### src/pkg/sfr_map.vh
// Purpose: Constants for the serial flash read path
// Assumes: Included by the read path and its bench
// Notes: Definitions only
`ifndef SFR_MAP_VH
`define SFR_MAP_VH

// ----------------------------------------
// Opcodes
// ----------------------------------------
`define SFR_OP_READ 8'h03
`define SFR_OP_FAST 8'h0b
`define SFR_OP_DUAL_OUT 8'h3b
`define SFR_OP_QUAD_OUT 8'h6b
`define SFR_OP_DUAL_IO 8'hbb
`define SFR_OP_QUAD_IO 8'heb
`define SFR_OP_SET_WRAP 8'h77

// ----------------------------------------
// Phase lengths in serial clocks, minus one
// ----------------------------------------
`define SFR_CMD_CLKS 6'h07
`define SFR_ADDR_CLKS_X1 6'h17
`define SFR_ADDR_CLKS_X2 6'h0b
`define SFR_ADDR_CLKS_X4 6'h05
`define SFR_MODE_CLKS_X2 6'h03
`define SFR_MODE_CLKS_X4 6'h01
`define SFR_DUMMY_CLKS_FAST 6'h07
`define SFR_DUMMY_CLKS_QIO 6'h03
`define SFR_WRAP_CLKS 6'h1f

// ----------------------------------------
// Field positions and reset values
// ----------------------------------------
`define SFR_CONT_SEL_HI 5
`define SFR_CONT_SEL_LO 4
`define SFR_CONT_SEL_ON 2'b10
`define SFR_WRAP_DIS_BIT 4
`define SFR_WRAP_LEN_HI 6
`define SFR_WRAP_LEN_LO 5
`define SFR_WRAP_DIS_RST 1'b1
`define SFR_WRAP_LEN_RST 2'b00

// ----------------------------------------
// Line widths
// ----------------------------------------
`define SFR_W1 2'd0
`define SFR_W2 2'd1
`define SFR_W4 2'd2

`endif
### src/hdl/sfr_fifo.v
// Purpose: Small synchronous FIFO with valid/ready on both sides
// Assumes: One clock, synchronous active-high reset
// Notes: Flush empties it in one cycle
module sfr_fifo #(
	parameter WIDTH = 8,
	parameter DEPTH = 4,
	parameter AW = 2
) (
	input wire clk,
	input wire rst,
	input wire flush,
	input wire in_valid,
	output wire in_ready,
	input wire [WIDTH-1:0] in_data,
	output wire out_valid,
	input wire out_ready,
	output wire [WIDTH-1:0] out_data
);
	reg [WIDTH-1:0] mem_r [0:DEPTH-1];
	reg [AW-1:0] wr_r;
	reg [AW-1:0] rd_r;
	reg [AW:0] cnt_r;
	wire push;
	wire pop;

	assign in_ready = (cnt_r != DEPTH[AW:0]);
	assign out_valid = (cnt_r != {(AW+1){1'b0}});
	assign out_data = mem_r[rd_r];
	assign push = in_valid & in_ready;
	assign pop = out_valid & out_ready;

	always @(posedge clk) begin
		if (push) begin
			mem_r[wr_r] <= in_data;
		end
	end

	always @(posedge clk) begin
		if (rst || flush) begin
			wr_r <= {AW{1'b0}};
			rd_r <= {AW{1'b0}};
			cnt_r <= {(AW+1){1'b0}};
		end else begin
			if (push) begin
				wr_r <= wr_r + {{(AW-1){1'b0}}, 1'b1};
			end
			if (pop) begin
				rd_r <= rd_r + {{(AW-1){1'b0}}, 1'b1};
			end
			if (push && !pop) begin
				cnt_r <= cnt_r + {{AW{1'b0}}, 1'b1};
			end else if (pop && !push) begin
				cnt_r <= cnt_r - {{AW{1'b0}}, 1'b1};
			end
		end
	end
endmodule

### src/hdl/sfr_read_path.v
// Purpose: Read-instruction front end of a serial NOR flash
// Assumes: Link pins oversampled by CLK, memory answers one cycle after a request
// Notes: Only read and burst-wrap instructions are decoded, others are skipped
`include "sfr_map.vh"

// Behaviour
// [RULE1] Opcode and 24-bit address sampled on rising
// [RULE2] Data shifted out MSB first on falling
// [RULE3] Address advances per byte until chip select
// [RULE4] Reads ignored while write in progress
// [RULE5] Normal read accepted on single line only
// [RULE6] Fast read adds eight dummy clocks
// [RULE7] Dual output: eight dummies, two bits per clock
// [RULE8] Host releases input before first data fall
// [RULE9] Quad output: eight dummies, four bits per clock
// [RULE10] Quad output refused without quad enable
// [RULE11] Host releases all lines before data
// [RULE12] Dual I/O: address and data two-wide
// [RULE13] Mode byte follows address, upper nibble used
// [RULE14] Dual mode bits 10 skip next opcode
// [RULE15] Other mode bits require opcode again
// [RULE16] Host sends sixteen ones to exit dual
// [RULE17] Quad I/O: four-wide, four dummy clocks
// [RULE18] Quad I/O only with quad enable set
// [RULE19] Quad mode bits 10 skip next opcode
// [RULE20] Host sends eight ones to exit quad
// [RULE21] Wrapped quad I/O stays in aligned section
// [RULE22] Wrap setting: disable bit and length bits
// [RULE23] Wrap command: 24 dummies, 8 wrap bits
// [RULE24] Wrap persists, resets disabled, 8 to 64
// [RULE25] Busy and quad gating on all reads
module sfr_read_path (
	// Clock and reset
	input wire CLK,
	input wire RESET,
	// Serial link
	input wire SCLK,
	input wire CS_N,
	input wire IO0_IN,
	output wire IO0_OUT,
	output wire IO0_OE_N,
	input wire IO1_IN,
	output wire IO1_OUT,
	output wire IO1_OE_N,
	input wire IO2_IN,
	output wire IO2_OUT,
	output wire IO2_OE_N,
	input wire IO3_IN,
	output wire IO3_OUT,
	output wire IO3_OE_N,
	// Status inputs
	input wire WRITE_IN_PROGRESS_FLAG,
	input wire QUAD_IO_ENABLE_BIT,
	// Memory read port
	output wire MEM_RD_REQ,
	output wire [23:0] MEM_RD_ADDR,
	input wire MEM_RD_VALID,
	input wire [7:0] MEM_RD_DATA,
	// Status outputs
	output wire READ_ACTIVE,
	output wire CONT_READ_ACTIVE,
	output wire WRAP_DISABLE_BIT,
	output wire [1:0] WRAP_LENGTH_BITS
);
	localparam ST_IDLE = 3'd0;
	localparam ST_CMD = 3'd1;
	localparam ST_ADDR = 3'd2;
	localparam ST_MODE = 3'd3;
	localparam ST_DUMMY = 3'd4;
	localparam ST_DATA = 3'd5;
	localparam ST_WRAP = 3'd6;
	localparam ST_SKIP = 3'd7;

	// ----------------------------------------
	// Pin synchronisers
	// ----------------------------------------
	reg [5:0] sync1_r;
	reg [5:0] sync2_r;
	reg sclk_d_r;
	wire sclk_rise;
	wire sclk_fall;
	wire cs_n_s;
	wire [3:0] io_s;

	always @(posedge CLK) begin
		if (RESET) begin
			// SCLK bit idles low like its delayed copy, so no false edge
			sync1_r <= 6'h02;
			sync2_r <= 6'h02;
			sclk_d_r <= 1'b0;
		end else begin
			sync1_r <= {IO3_IN, IO2_IN, IO1_IN, IO0_IN, CS_N, SCLK};
			sync2_r <= sync1_r;
			sclk_d_r <= sync2_r[0];
		end
	end

	assign cs_n_s = sync2_r[1];
	assign io_s = sync2_r[5:2];
	assign sclk_rise = sync2_r[0] & ~sclk_d_r & ~cs_n_s;
	assign sclk_fall = ~sync2_r[0] & sclk_d_r & ~cs_n_s;

	// ----------------------------------------
	// State and registers
	// ----------------------------------------
	reg [2:0] state_r;
	reg [5:0] cnt_r;
	reg [31:0] in_r;
	reg [7:0] op_r;
	reg [1:0] in_w_r;
	reg [1:0] out_w_r;
	reg cont_r;
	reg wrap_dis_r;
	reg [1:0] wrap_len_r;
	reg [23:0] fetch_addr_r;
	reg fetch_on_r;
	reg pending_r;
	reg req_r;
	reg [7:0] out_sh_r;
	reg [3:0] left_r;
	reg [3:0] io_o_r;
	reg [3:0] io_oe_n_r;
	reg [31:0] in_nxt;
	reg [7:0] word;
	wire [7:0] op_in;
	wire busy;
	wire quad_op;
	wire [5:0] wmask;
	wire [6:0] wspan;
	wire [23:0] addr_inc;
	wire fifo_in_ready;
	wire fifo_out_valid;
	wire [7:0] fifo_out_data;
	wire pop;

	// Serial input assembly, width picked by the current phase
	always @* begin
		case (in_w_r)
			`SFR_W2: in_nxt = {in_r[29:0], io_s[1:0]}; // [RULE12]
			`SFR_W4: in_nxt = {in_r[27:0], io_s}; // [RULE17]
			default: in_nxt = {in_r[30:0], io_s[0]}; // [RULE1]
		endcase
	end

	assign op_in = in_nxt[7:0];
	assign busy = WRITE_IN_PROGRESS_FLAG;
	assign quad_op = (op_in == `SFR_OP_QUAD_OUT) || (op_in == `SFR_OP_QUAD_IO);

	// ----------------------------------------
	// Instruction sequencer
	// ----------------------------------------
	always @(posedge CLK) begin
		if (RESET) begin
			state_r <= ST_IDLE;
			cnt_r <= 6'h00;
			in_r <= 32'h00000000;
			op_r <= 8'h00;
			in_w_r <= `SFR_W1;
			out_w_r <= `SFR_W1;
			cont_r <= 1'b0;
			wrap_dis_r <= `SFR_WRAP_DIS_RST; // [RULE24]
			wrap_len_r <= `SFR_WRAP_LEN_RST;
			fetch_on_r <= 1'b0;
		end else if (cs_n_s) begin
			// Chip select high ends any read
			state_r <= ST_IDLE; // [RULE3]
			fetch_on_r <= 1'b0;
		end else if (state_r == ST_IDLE) begin
			in_r <= 32'h00000000;
			if (!cont_r) begin
				state_r <= ST_CMD;
				cnt_r <= `SFR_CMD_CLKS;
				in_w_r <= `SFR_W1; // [RULE5]
			end else if (busy || (op_r == `SFR_OP_QUAD_IO && !QUAD_IO_ENABLE_BIT)) begin
				state_r <= ST_SKIP; // [RULE25]
			end else begin
				// Continuous mode goes straight to the address
				state_r <= ST_ADDR; // [RULE14] [RULE19]
				if (op_r == `SFR_OP_QUAD_IO) begin
					cnt_r <= `SFR_ADDR_CLKS_X4;
					in_w_r <= `SFR_W4;
				end else begin
					cnt_r <= `SFR_ADDR_CLKS_X2;
					in_w_r <= `SFR_W2;
				end
			end
		end else if (sclk_rise) begin
			in_r <= in_nxt;
			cnt_r <= cnt_r - 6'h01;
			case (state_r)
				ST_CMD: begin
					if (cnt_r == 6'h00) begin
						op_r <= op_in;
						cnt_r <= `SFR_ADDR_CLKS_X1;
						in_w_r <= `SFR_W1;
						state_r <= ST_ADDR;
						if (op_in == `SFR_OP_SET_WRAP) begin
							state_r <= ST_WRAP; // [RULE23]
							cnt_r <= `SFR_WRAP_CLKS;
						end else if (busy) begin
							state_r <= ST_SKIP; // [RULE4] [RULE25]
						end else if (quad_op && !QUAD_IO_ENABLE_BIT) begin
							state_r <= ST_SKIP; // [RULE10] [RULE18]
						end else begin
							case (op_in)
								`SFR_OP_READ, `SFR_OP_FAST: out_w_r <= `SFR_W1;
								`SFR_OP_DUAL_OUT: out_w_r <= `SFR_W2; // [RULE7]
								`SFR_OP_QUAD_OUT: out_w_r <= `SFR_W4; // [RULE9]
								`SFR_OP_DUAL_IO: begin
									out_w_r <= `SFR_W2;
									in_w_r <= `SFR_W2; // [RULE12]
									cnt_r <= `SFR_ADDR_CLKS_X2;
								end
								`SFR_OP_QUAD_IO: begin
									out_w_r <= `SFR_W4;
									in_w_r <= `SFR_W4; // [RULE17]
									cnt_r <= `SFR_ADDR_CLKS_X4;
								end
								default: state_r <= ST_SKIP;
							endcase
						end
					end
				end
				ST_ADDR: begin
					if (cnt_r == 6'h00) begin
						case (op_r)
							`SFR_OP_READ: begin
								state_r <= ST_DATA; // [RULE2]
								fetch_on_r <= 1'b1;
							end
							`SFR_OP_DUAL_IO: begin
								state_r <= ST_MODE; // [RULE13]
								cnt_r <= `SFR_MODE_CLKS_X2;
							end
							`SFR_OP_QUAD_IO: begin
								state_r <= ST_MODE;
								cnt_r <= `SFR_MODE_CLKS_X4;
							end
							default: begin
								state_r <= ST_DUMMY; // [RULE6]
								cnt_r <= `SFR_DUMMY_CLKS_FAST;
							end
						endcase
					end
				end
				ST_MODE: begin
					if (cnt_r == 6'h00) begin
						// Lower nibble of the mode byte is unused
						cont_r <= (in_nxt[`SFR_CONT_SEL_HI:`SFR_CONT_SEL_LO] ==
							`SFR_CONT_SEL_ON); // [RULE13] [RULE14] [RULE15] [RULE19]
						if (op_r == `SFR_OP_QUAD_IO) begin
							state_r <= ST_DUMMY; // [RULE17]
							cnt_r <= `SFR_DUMMY_CLKS_QIO;
						end else begin
							state_r <= ST_DATA;
							fetch_on_r <= 1'b1;
						end
					end
				end
				ST_DUMMY: begin
					if (cnt_r == 6'h00) begin
						state_r <= ST_DATA;
						fetch_on_r <= 1'b1;
					end
				end
				ST_WRAP: begin
					if (cnt_r == 6'h00) begin
						wrap_dis_r <= in_nxt[`SFR_WRAP_DIS_BIT]; // [RULE22] [RULE23]
						wrap_len_r <= in_nxt[`SFR_WRAP_LEN_HI:`SFR_WRAP_LEN_LO];
						state_r <= ST_SKIP;
					end
				end
				default: cnt_r <= cnt_r;
			endcase
		end
	end

	// ----------------------------------------
	// Memory fetch with address advance
	// ----------------------------------------
	// Section of up to 64 bytes, so six mask bits suffice
	assign wspan = (7'h08 << wrap_len_r) - 7'h01;
	assign wmask = wspan[5:0];
	assign addr_inc = (op_r == `SFR_OP_QUAD_IO && !wrap_dis_r) ?
		{fetch_addr_r[23:6], (fetch_addr_r[5:0] & ~wmask) |
		((fetch_addr_r[5:0] + 6'h01) & wmask)} : // [RULE21] [RULE24]
		fetch_addr_r + 24'h000001; // [RULE3]

	always @(posedge CLK) begin
		if (RESET) begin
			req_r <= 1'b0;
			pending_r <= 1'b0;
		end else begin
			req_r <= 1'b0;
			if (MEM_RD_VALID) begin
				pending_r <= 1'b0;
			end
			// Only one read outstanding, so the FIFO never overflows
			if (fetch_on_r && !cs_n_s && fifo_in_ready && !pending_r && !req_r) begin
				req_r <= 1'b1;
				pending_r <= 1'b1;
			end
		end
	end

	always @(posedge CLK) begin
		if (RESET) begin
			fetch_addr_r <= 24'h000000;
		end else if (req_r) begin
			fetch_addr_r <= addr_inc;
		end else if (sclk_rise && state_r == ST_ADDR && cnt_r == 6'h00) begin
			fetch_addr_r <= in_nxt[23:0];
		end
	end

	sfr_fifo #(
		.WIDTH(8),
		.DEPTH(4),
		.AW(2)
	) u_fifo (
		.clk(CLK),
		.rst(RESET),
		.flush(cs_n_s),
		.in_valid(MEM_RD_VALID & ~cs_n_s),
		.in_ready(fifo_in_ready),
		.in_data(MEM_RD_DATA),
		.out_valid(fifo_out_valid),
		.out_ready(pop),
		.out_data(fifo_out_data)
	);

	// ----------------------------------------
	// Output shifter on falling edges
	// ----------------------------------------
	assign pop = sclk_fall && state_r == ST_DATA && left_r == 4'h0 && fifo_out_valid;

	always @* begin
		word = (left_r == 4'h0) ? fifo_out_data : out_sh_r;
	end

	always @(posedge CLK) begin
		if (RESET || cs_n_s) begin
			out_sh_r <= 8'h00;
			left_r <= 4'h0;
			io_o_r <= 4'h0;
			io_oe_n_r <= 4'hf;
		end else if (sclk_fall && state_r == ST_DATA) begin
			// Host must have released its lines by this edge
			case (out_w_r)
				`SFR_W2: begin
					io_o_r <= {2'b00, word[7:6]}; // [RULE7] [RULE12]
					io_oe_n_r <= 4'hc; // [RULE8]
					out_sh_r <= {word[5:0], 2'b00};
					left_r <= ((left_r == 4'h0) ? 4'h8 : left_r) - 4'h2;
				end
				`SFR_W4: begin
					io_o_r <= word[7:4]; // [RULE9] [RULE17]
					io_oe_n_r <= 4'h0; // [RULE11]
					out_sh_r <= {word[3:0], 4'h0};
					left_r <= ((left_r == 4'h0) ? 4'h8 : left_r) - 4'h4;
				end
				default: begin
					io_o_r <= {2'b00, word[7], 1'b0}; // [RULE2]
					io_oe_n_r <= 4'hd;
					out_sh_r <= {word[6:0], 1'b0};
					left_r <= ((left_r == 4'h0) ? 4'h8 : left_r) - 4'h1;
				end
			endcase
		end
	end

	// ----------------------------------------
	// Outputs
	// ----------------------------------------
	reg active_r;

	always @(posedge CLK) begin
		if (RESET) begin
			active_r <= 1'b0;
		end else begin
			active_r <= (state_r == ST_DATA) && !cs_n_s;
		end
	end

	assign IO0_OUT = io_o_r[0];
	assign IO1_OUT = io_o_r[1];
	assign IO2_OUT = io_o_r[2];
	assign IO3_OUT = io_o_r[3];
	assign IO0_OE_N = io_oe_n_r[0];
	assign IO1_OE_N = io_oe_n_r[1];
	assign IO2_OE_N = io_oe_n_r[2];
	assign IO3_OE_N = io_oe_n_r[3];
	assign MEM_RD_REQ = req_r;
	assign MEM_RD_ADDR = fetch_addr_r;
	assign READ_ACTIVE = active_r;
	assign CONT_READ_ACTIVE = cont_r;
	assign WRAP_DISABLE_BIT = wrap_dis_r;
	assign WRAP_LENGTH_BITS = wrap_len_r;
endmodule

### config.mk
export PLATFORM = sky130hd
export DESIGN_NAME = sfr_read_path
export DESIGN_NICKNAME = d
export VERILOG_FILES = /design/src/hdl/sfr_fifo.v /design/src/hdl/sfr_read_path.v
export VERILOG_INCLUDE_DIRS = /design/src /design/src/pkg
export SDC_FILE = /design/constraint.sdc
export NUM_CORES = 1
export LEC_CHECK = 0
export ABC_AREA = 1
export ABC_CLOCK_PERIOD_IN_PS = 2400
export BUFFER_PORTS_ARGS = -buffer_cell sky130_fd_sc_hd__buf_2
export CORE_MARGIN = 10
export CORE_UTILIZATION = 42
export CTS_BUF_LIST = sky130_fd_sc_hd__clkbuf_8
export CTS_CLUSTER_SIZE = 24
export DETAILED_ROUTE_END_ITERATION = 8
export PLACE_DENSITY = 0.64
export SKIP_CTS_REPAIR_TIMING = 1
export SKIP_LAST_GASP = 1
export SYNTH_ARGS = -nofsm -noshare
export SYNTH_HDL_FRONTEND = slang
export SYNTH_SLANG_ARGS = --single-unit
### constraint.sdc
create_clock -name CLK -period 2.4 [get_ports CLK]
set_input_delay 0.12 -clock CLK [delete_from_list [all_inputs] [get_ports CLK]]
set_output_delay 0.12 -clock CLK [all_outputs]
set_load 0.005 [all_outputs]
==> results.json, run 1 <==
{
  "hold_wc_startpoint": "RESET",
  "post-dp-hpwl_mm": 15.3,
  "worst-endpoint-arrival_ns": 2.59,
  "filler_instances": 1894,
  "numClockSinks": 148,
  "synth_cell_type_count": 58,
  "core_area_um2": 18600,
  "dieWidth_um": 157,
  "initial_core_util_pct": 42.4,
  "rows": 50,
  "drt-vias-per-instance": 5.21,
  "clock-root-buffer": "clkbuf_8",
  "layout_min_cycle_time_ns": 2.25,
  "first_global_vias": 7020,
  "remaining_drc_errors": 0,
  "holdWs_ns": 0.105,
  "antenna_fix_cells": 0,
  "path_class": "flop to flop",
  "drive_gt1_share_pct": 15.0,
  "mappedNetlistNets": 1108,
  "globalplace.congestion": 0.910,
  "drv.max_cap_violation_count": 0,
  "setup_tns_ns": 0,
  "final_hold_viol_count": 0,
  "min_path_cells": 2,
  "via_count": 7318,
  "slew_viol_final": 0,
  "h-tree-depth": 4,
  "timing.slew.headroom_pct": 67.4,
  "run_status": "complete, no violations",
  "clkTransAtPathRegs_ns": 0.09,
  "drt.antenna.violating_nets": 0,
  "postLayoutSetupSlackWorst_ns": 0.154,
  "final.period_utilization_pct": 93.6,
  "multiInputGateArea_um2": 3970,
  "grt_max_degree": 37,
  "wire_per_inst_um": 14.9,
  "place_ws_ns": 0.187,
  "worst_r2r_path_depth": 15,
  "growth_of_design_area_from_synthesis_to_finish_pct": 15.0,
  "setup-violations-final": 0,
  "grt_overflow": 0,
  "design.final.nets": 1193,
  "post_route_skew_ns": 0.0189,
  "initial_antenna_violation_count": 0,
  "worst-path-max-fanout": 8,
  "detail_route.first_pass.iterations": 5,
  "critPathLaunchType": "flop",
  "cts_tree": "yes",
  "holdPathEnd": "sync1_r[0]",
  "ff2ff_setup_slack_ns": 0.15,
  "r2r-start": "in_w_r[0]",
  "cell_area_after_synthesis_um2": 7910,
  "routed_wl_mm": 20.9,
  "cts_inserted_buffers": 17,
  "clockBufferDepth": 2,
  "ys_async_sr_fraction_pct": 0,
  "regArea_um2": 3280,
  "hp-class": "input port to flop",
  "placement.io_buffers": 56,
  "number_of_enable_type_register_cells_in_the_synthesized_netlist": 32,
  "syn-mean-instance-area_um2": 7.38,
  "ir_worst_vdd_mv": 0.301,
  "synth-seq-cells": 148,
  "yosysSeqAreaShare_pct": 41.5,
  "clk-insertion-delay-late_ns": 0.45,
  "power_per_cell_area_nw_per_um2": 528,
  "max_freq_mhz": 445,
  "synthesis.yosys.warnings": 0,
  "worst_pin_slew_ns": 0.488,
  "first_iter_violations": 448,
  "static-leakage-power_nw": 3.82,
  "synth_cells": 1072,
  "timing.critical_path.to_type": "flop",
  "rr_endpoint": "out_w_r[0]",
  "cp_data_required_time_ns": 2.74,
  "most_instantiated_flip_flop_cell_in_the_synthesis_netlist": "dfxtp_1",
  "dieArea_um2": 24700,
  "rsz_0062_raised_after_global_routing": "yes",
  "top_level_ports": 57,
  "grt_use_total_pct": 17.2,
  "grt_first_pass_wirelength_mm": 34.9,
  "fp.dieH_um": 157
}
## cell usage after synthesis (3+ instances only)
cell / count / area [um^2]
a21o_1: 4 / 30.0
a21oi_1: 94 / 470
a221o_1: 14 / 140
a2bb2oi_1: 8 / 70.1
a31oi_1: 11 / 68.8
buf_2: 7 / 35.0
buf_4: 5 / 37.5
clkbuf_1: 23 / 86.3
dfxtp_1: 116 / 2320
edfxtp_1: 32 / 961
ha_1: 16 / 200
inv_1: 117 / 439
inv_2: 13 / 48.8
nand2_1: 211 / 792
nand2_2: 3 / 18.8
nand2_4: 3 / 33.8
nand3_1: 37 / 185
nand4_1: 16 / 100
nor2_1: 134 / 503
nor2_2: 7 / 43.8
nor2_4: 3 / 33.8
nor3_1: 8 / 40.0
nor3_2: 3 / 30.0
nor4_1: 4 / 25.0
o211ai_1: 13 / 97.6
o21a_1: 3 / 22.5
o21ai_0: 97 / 485
o21ai_1: 8 / 40.0
o221ai_1: 6 / 52.6
o22ai_1: 7 / 43.8
or2_2: 4 / 25.0
xnor2_1: 4 / 35.0
xor2_1: 4 / 35.0
## layout by cell type, fill, tap and decap left out, types with 11 or more instances in the layout
cell             n
buf_4           34
dlygate4sd3_1   15
nand3_1         36
inv_2           14
a21oi_1         94
dfxtp_1        116
o21ai_0         97
nand4_1         16
inv_1          117
o211ai_1        13
nand2_1        209
clkbuf_8        17
edfxtp_1        32
ha_1            15
buf_2           56
a31oi_1         11
nor2_1         132
a221o_1         14
## flip-flops by register name, summed over array words and instances, names as in the netlist, 3 cells and up, named ones only
| register | cells |
|---|---|
| out_sh_r | 7 |
| io_oe_n_r | 3 |
| cnt_r | 6 |
| left_r | 4 |
| u_fifo.mem_r | 32 |
| state_r | 3 |
| u_fifo.cnt_r | 3 |
| io_o_r | 4 |
| sync2_r | 6 |
| in_r | 23 |
| op_r | 8 |
| sync1_r | 6 |
| MEM_RD_ADDR | 21 |
## area by class of cell
type	instances	area share, %
well taps	234	3.22
repair buffers	105	7.54
flip-flops and latches	148	36.1
clock buffers	17	2.57
clock inverters	15	1.42
inverters	133	5.54
multi-input cells	752	43.6
## metrics by stage
| stage | power [mW] | cell area (um^2) | utilization [%] | cells |
|---|---|---|---|---|
| after floorplan | 2.89 | 7910 | - | 1072 |
| after global placement | 3.00 | 8550 | 45.9 | 1357 |
| after detailed placement | 3.00 | 8550 | 45.9 | 1357 |
| after CTS | 4.83 | 8910 | 47.8 | 1389 |
| after global routing | 5.02 | 9100 | 48.8 | 1404 |
| final | 4.80 | 9100 | 48.8 | 1404 |
## layer usage
layer | routed length, um | up-vias | global-route usage (%)
met3 | 1150 | 23 | 3.55
met5 | 0 | - | 0
met2 | 9530 | 199 | 27.4
li1 | - | 3774 | -
met4 | 297 | 0 | 4.90
met1 | 9870 | 3322 | 23.2
## kinds of logic (layout without fill, tap and decap cells)
family,count (synthesis),after routing,share of synthesized area (%)
AOI/OAI and AO/OA,280,280,20.8
buffers and inverters,172,270,8.76
adders and majority gates,17,17,2.78
DFF,148,148,41.5
and+or+nand+nor,447,447,25.2
xor gates and xnor gates,8,8,0.886
## worst max-delay path by stage
stage / startpoint / to / slack [ns]
5_1_grt: in_w_r[0] / out_w_r[0] / -0.04
4_1_cts: in_w_r[0] / out_w_r[0] / 0.16
6_report: in_w_r[0] / out_w_r[0] / 0.15
3_5_place_dp: in_w_r[0] / out_w_r[0] / 0.19
3_3_place_gp: in_w_r[0] / out_w_r[0] / 0.26
2_1_floorplan: state_r[2] / u_fifo.cnt_r[1] / 0.16
## where the power goes
part	total (mW)	internal [mW]	switching, mW
combinational	0.402	0.147	0.255
sequential	2.57	2.56	0.0121
clock	1.83	0.828	1.00
total	4.80	3.53	1.27
## critical path, cell delays in order (launching register included)
cell and delay (ns):
dfxtp_1 0.35, inv_1 0.06, ha_1 0.31, buf_4 0.17, nor2_1 0.10, nand2_1 0.06, nand2_1 0.08, nand2_1 0.13
nor2_4 0.16, nand2_1 0.08, nand3_1 0.11, nand3_2 0.12, nor2_4 0.14, inv_1 0.06, a21oi_1 0.12, nor2_1 0.06
(Power assumes the default switching activity.)
==> inputs of run 2 (changes only) <==
--- a/config.mk
+++ b/config.mk
@@ -14,7 +14,8 @@
 export CTS_BUF_LIST = sky130_fd_sc_hd__clkbuf_8
 export CTS_CLUSTER_SIZE = 24
 export DETAILED_ROUTE_END_ITERATION = 8
-export PLACE_DENSITY = 0.64
+export PLACE_DENSITY = 0.58
+export REMOVE_ABC_BUFFERS = 1
 export SKIP_CTS_REPAIR_TIMING = 1
 export SKIP_LAST_GASP = 1
 export SYNTH_ARGS = -nofsm -noshare
==> run 2 against run 1 <==
  * Clock power is 4% higher
  * Combinational power hardly changed
  * Sequential share of layout area hardly changed
  * Utilization hardly changed
  * Count of clock-buffer cells in the layout stayed put
==> results.json, run 2 (synthesis gave the netlist of run 1 again) <==
{
  "run_status": "complete, no violations",
  "wire_per_inst_um": 15.6,
  "final_hold_viol_count": 0,
  "hp-class": "input port to flop",
  "design.final.nets": 1194,
  "critPathLaunchType": "flop",
  "rows": 50,
  "placement.io_buffers": 56,
  "max_freq_mhz": 447,
  "grt_max_degree": 40,
  "top_level_ports": 57,
  "routed_wl_mm": 22.0,
  "setup_tns_ns": 0,
  "static-leakage-power_nw": 3.82,
  "largest-register": "u_fifo.mem_r",
  "cp_data_required_time_ns": 2.76,
  "power_per_cell_area_nw_per_um2": 535,
  "setup-violations-final": 0,
  "drt.antenna.violating_nets": 0,
  "critPathSlowestCell": "dfxtp_1",
  "drt-vias-per-instance": 5.33,
  "filler_instances": 1937,
  "post-dp-hpwl_mm": 16.0,
  "cp_top_delay_family": "simple AND/OR/NAND/NOR gates",
  "cts_tree": "yes",
  "critical_path_buf_inv_count": 3,
  "critical_path.most_common_cell": "nand2_1",
  "post_route_skew_ns": 0.0175,
  "final.period_utilization_pct": 93.2,
  "worst_pin_slew_ns": 1.06,
  "clockBufferDepth": 2,
  "grt_first_pass_wirelength_mm": 35.9,
  "timing.critical_path.to_type": "flop",
  "slew_viol_final": 0,
  "remaining_drc_errors": 0,
  "numClockSinks": 148,
  "grt_use_total_pct": 18.0,
  "first_iter_violations": 602,
  "worst-endpoint-arrival_ns": 2.59,
  "drive_gt1_share_pct": 14.9,
  "ir_worst_vdd_mv": 0.359,
  "initial_core_util_pct": 42.4,
  "drv.max_cap_violation_count": 0,
  "grt_overflow": 0,
  "cell_by_cell_trace_of_the_critical_path": "inv_1 > ha_1 > buf_4 > nor2_1 > nand2_1 > nand2_1 > nand2_1 > nor2_4 > nand2_1 > nand3_1 > nand3_1 > nor2_2 > inv_1 > a21oi_1 > nor2_1",
  "timing.slew.headroom_pct": 29.4,
  "final-instance-count-excl-fill": 1405,
  "clk-insertion-delay-late_ns": 0.47,
  "first_global_vias": 6857,
  "rsz_0062_raised_after_global_routing": "yes",
  "h-tree-depth": 4,
  "placedCellCount": 1358,
  "core_area_um2": 18600,
  "detail_route.first_pass.iterations": 5,
  "antenna_fix_cells": 0,
  "worst-path-max-fanout": 8,
  "final_common_cell": "nand2_1",
  "crit_path_max_incr_delay_ns": 0.35,
  "layout_min_cycle_time_ns": 2.24,
  "cts_inserted_buffers": 17,
  "final_cell_mix": "nand2_1 (210), nor2_1 (133), inv_1 (117)",
  "multiInputGateArea_um2": 3960,
  "regArea_um2": 3280,
  "largest_register_ff_count": 32,
  "initial_antenna_violation_count": 0,
  "globalplace.congestion": 0.894,
  "fp.dieH_um": 157,
  "growth_of_design_area_from_synthesis_to_finish_pct": 15.1,
  "clkTransAtPathRegs_ns": 0.09,
  "clock-root-buffer": "clkbuf_8",
  "dieWidth_um": 157,
  "path_class": "flop to flop",
  "dieArea_um2": 24700,
  "via_count": 7491
}
[run 2: area by class of cell]
type                    instances  share of cell area [%]
well taps                     234                    3.22
clock inverters                15                    1.57
flip-flops and latches        148                    36.1
repair buffers                106                    7.61
inverters                     133                    5.54
multi-input cells             752                    43.4
clock buffers                  17                    2.57
[run 2: metrics by stage]
stage	setup slack (ns)	total power [mW]	instance area (um^2)	util, %	hold slack, ns
2_1_floorplan	-0.0646	2.86	7720	-	0.189
3_3_place_gp	0.204	3.01	8560	45.9	0.309
3_5_place_dp	0.168	3.01	8560	45.9	0.310
4_1_cts	0.151	4.89	8930	47.9	-0.190
5_1_grt	-0.0292	5.06	9100	48.8	0.0418
6_report	0.163	4.87	9100	48.8	0.0267
[run 2: metal layers]
metal / GRT usage [%] / wire [um] / vias up
met5: 0 / 0 / -
met4: 4.45 / 233 / 0
met3: 3.22 / 1150 / 18
met2: 27.7 / 9870 / 178
met1: 25.4 / 10700 / 3517
li1: - / - / 3778
[run 2: report_power, final]
group | internal (mW) | switching (mW) | leakage (nW)
Combinational | 0.144 | 0.258 | 2.41
Sequential | 2.56 | 0.0125 | 1.23
Clock | 0.763 | 1.14 | 0.188
Total | 3.46 | 1.41 | 3.82
[run 2: worst paths after layout]
path	start	endpoint	slack [ns]	cells past startpoint
hold reg to reg	sync1_r[4]	sync2_r[4]	0.40	2
setup / recovery	in_w_r[0]	out_w_r[0]	0.16	15
setup reg to reg	in_w_r[0]	out_w_r[0]	0.16	15
hold / removal	RESET	sync1_r[0]	0.03	2
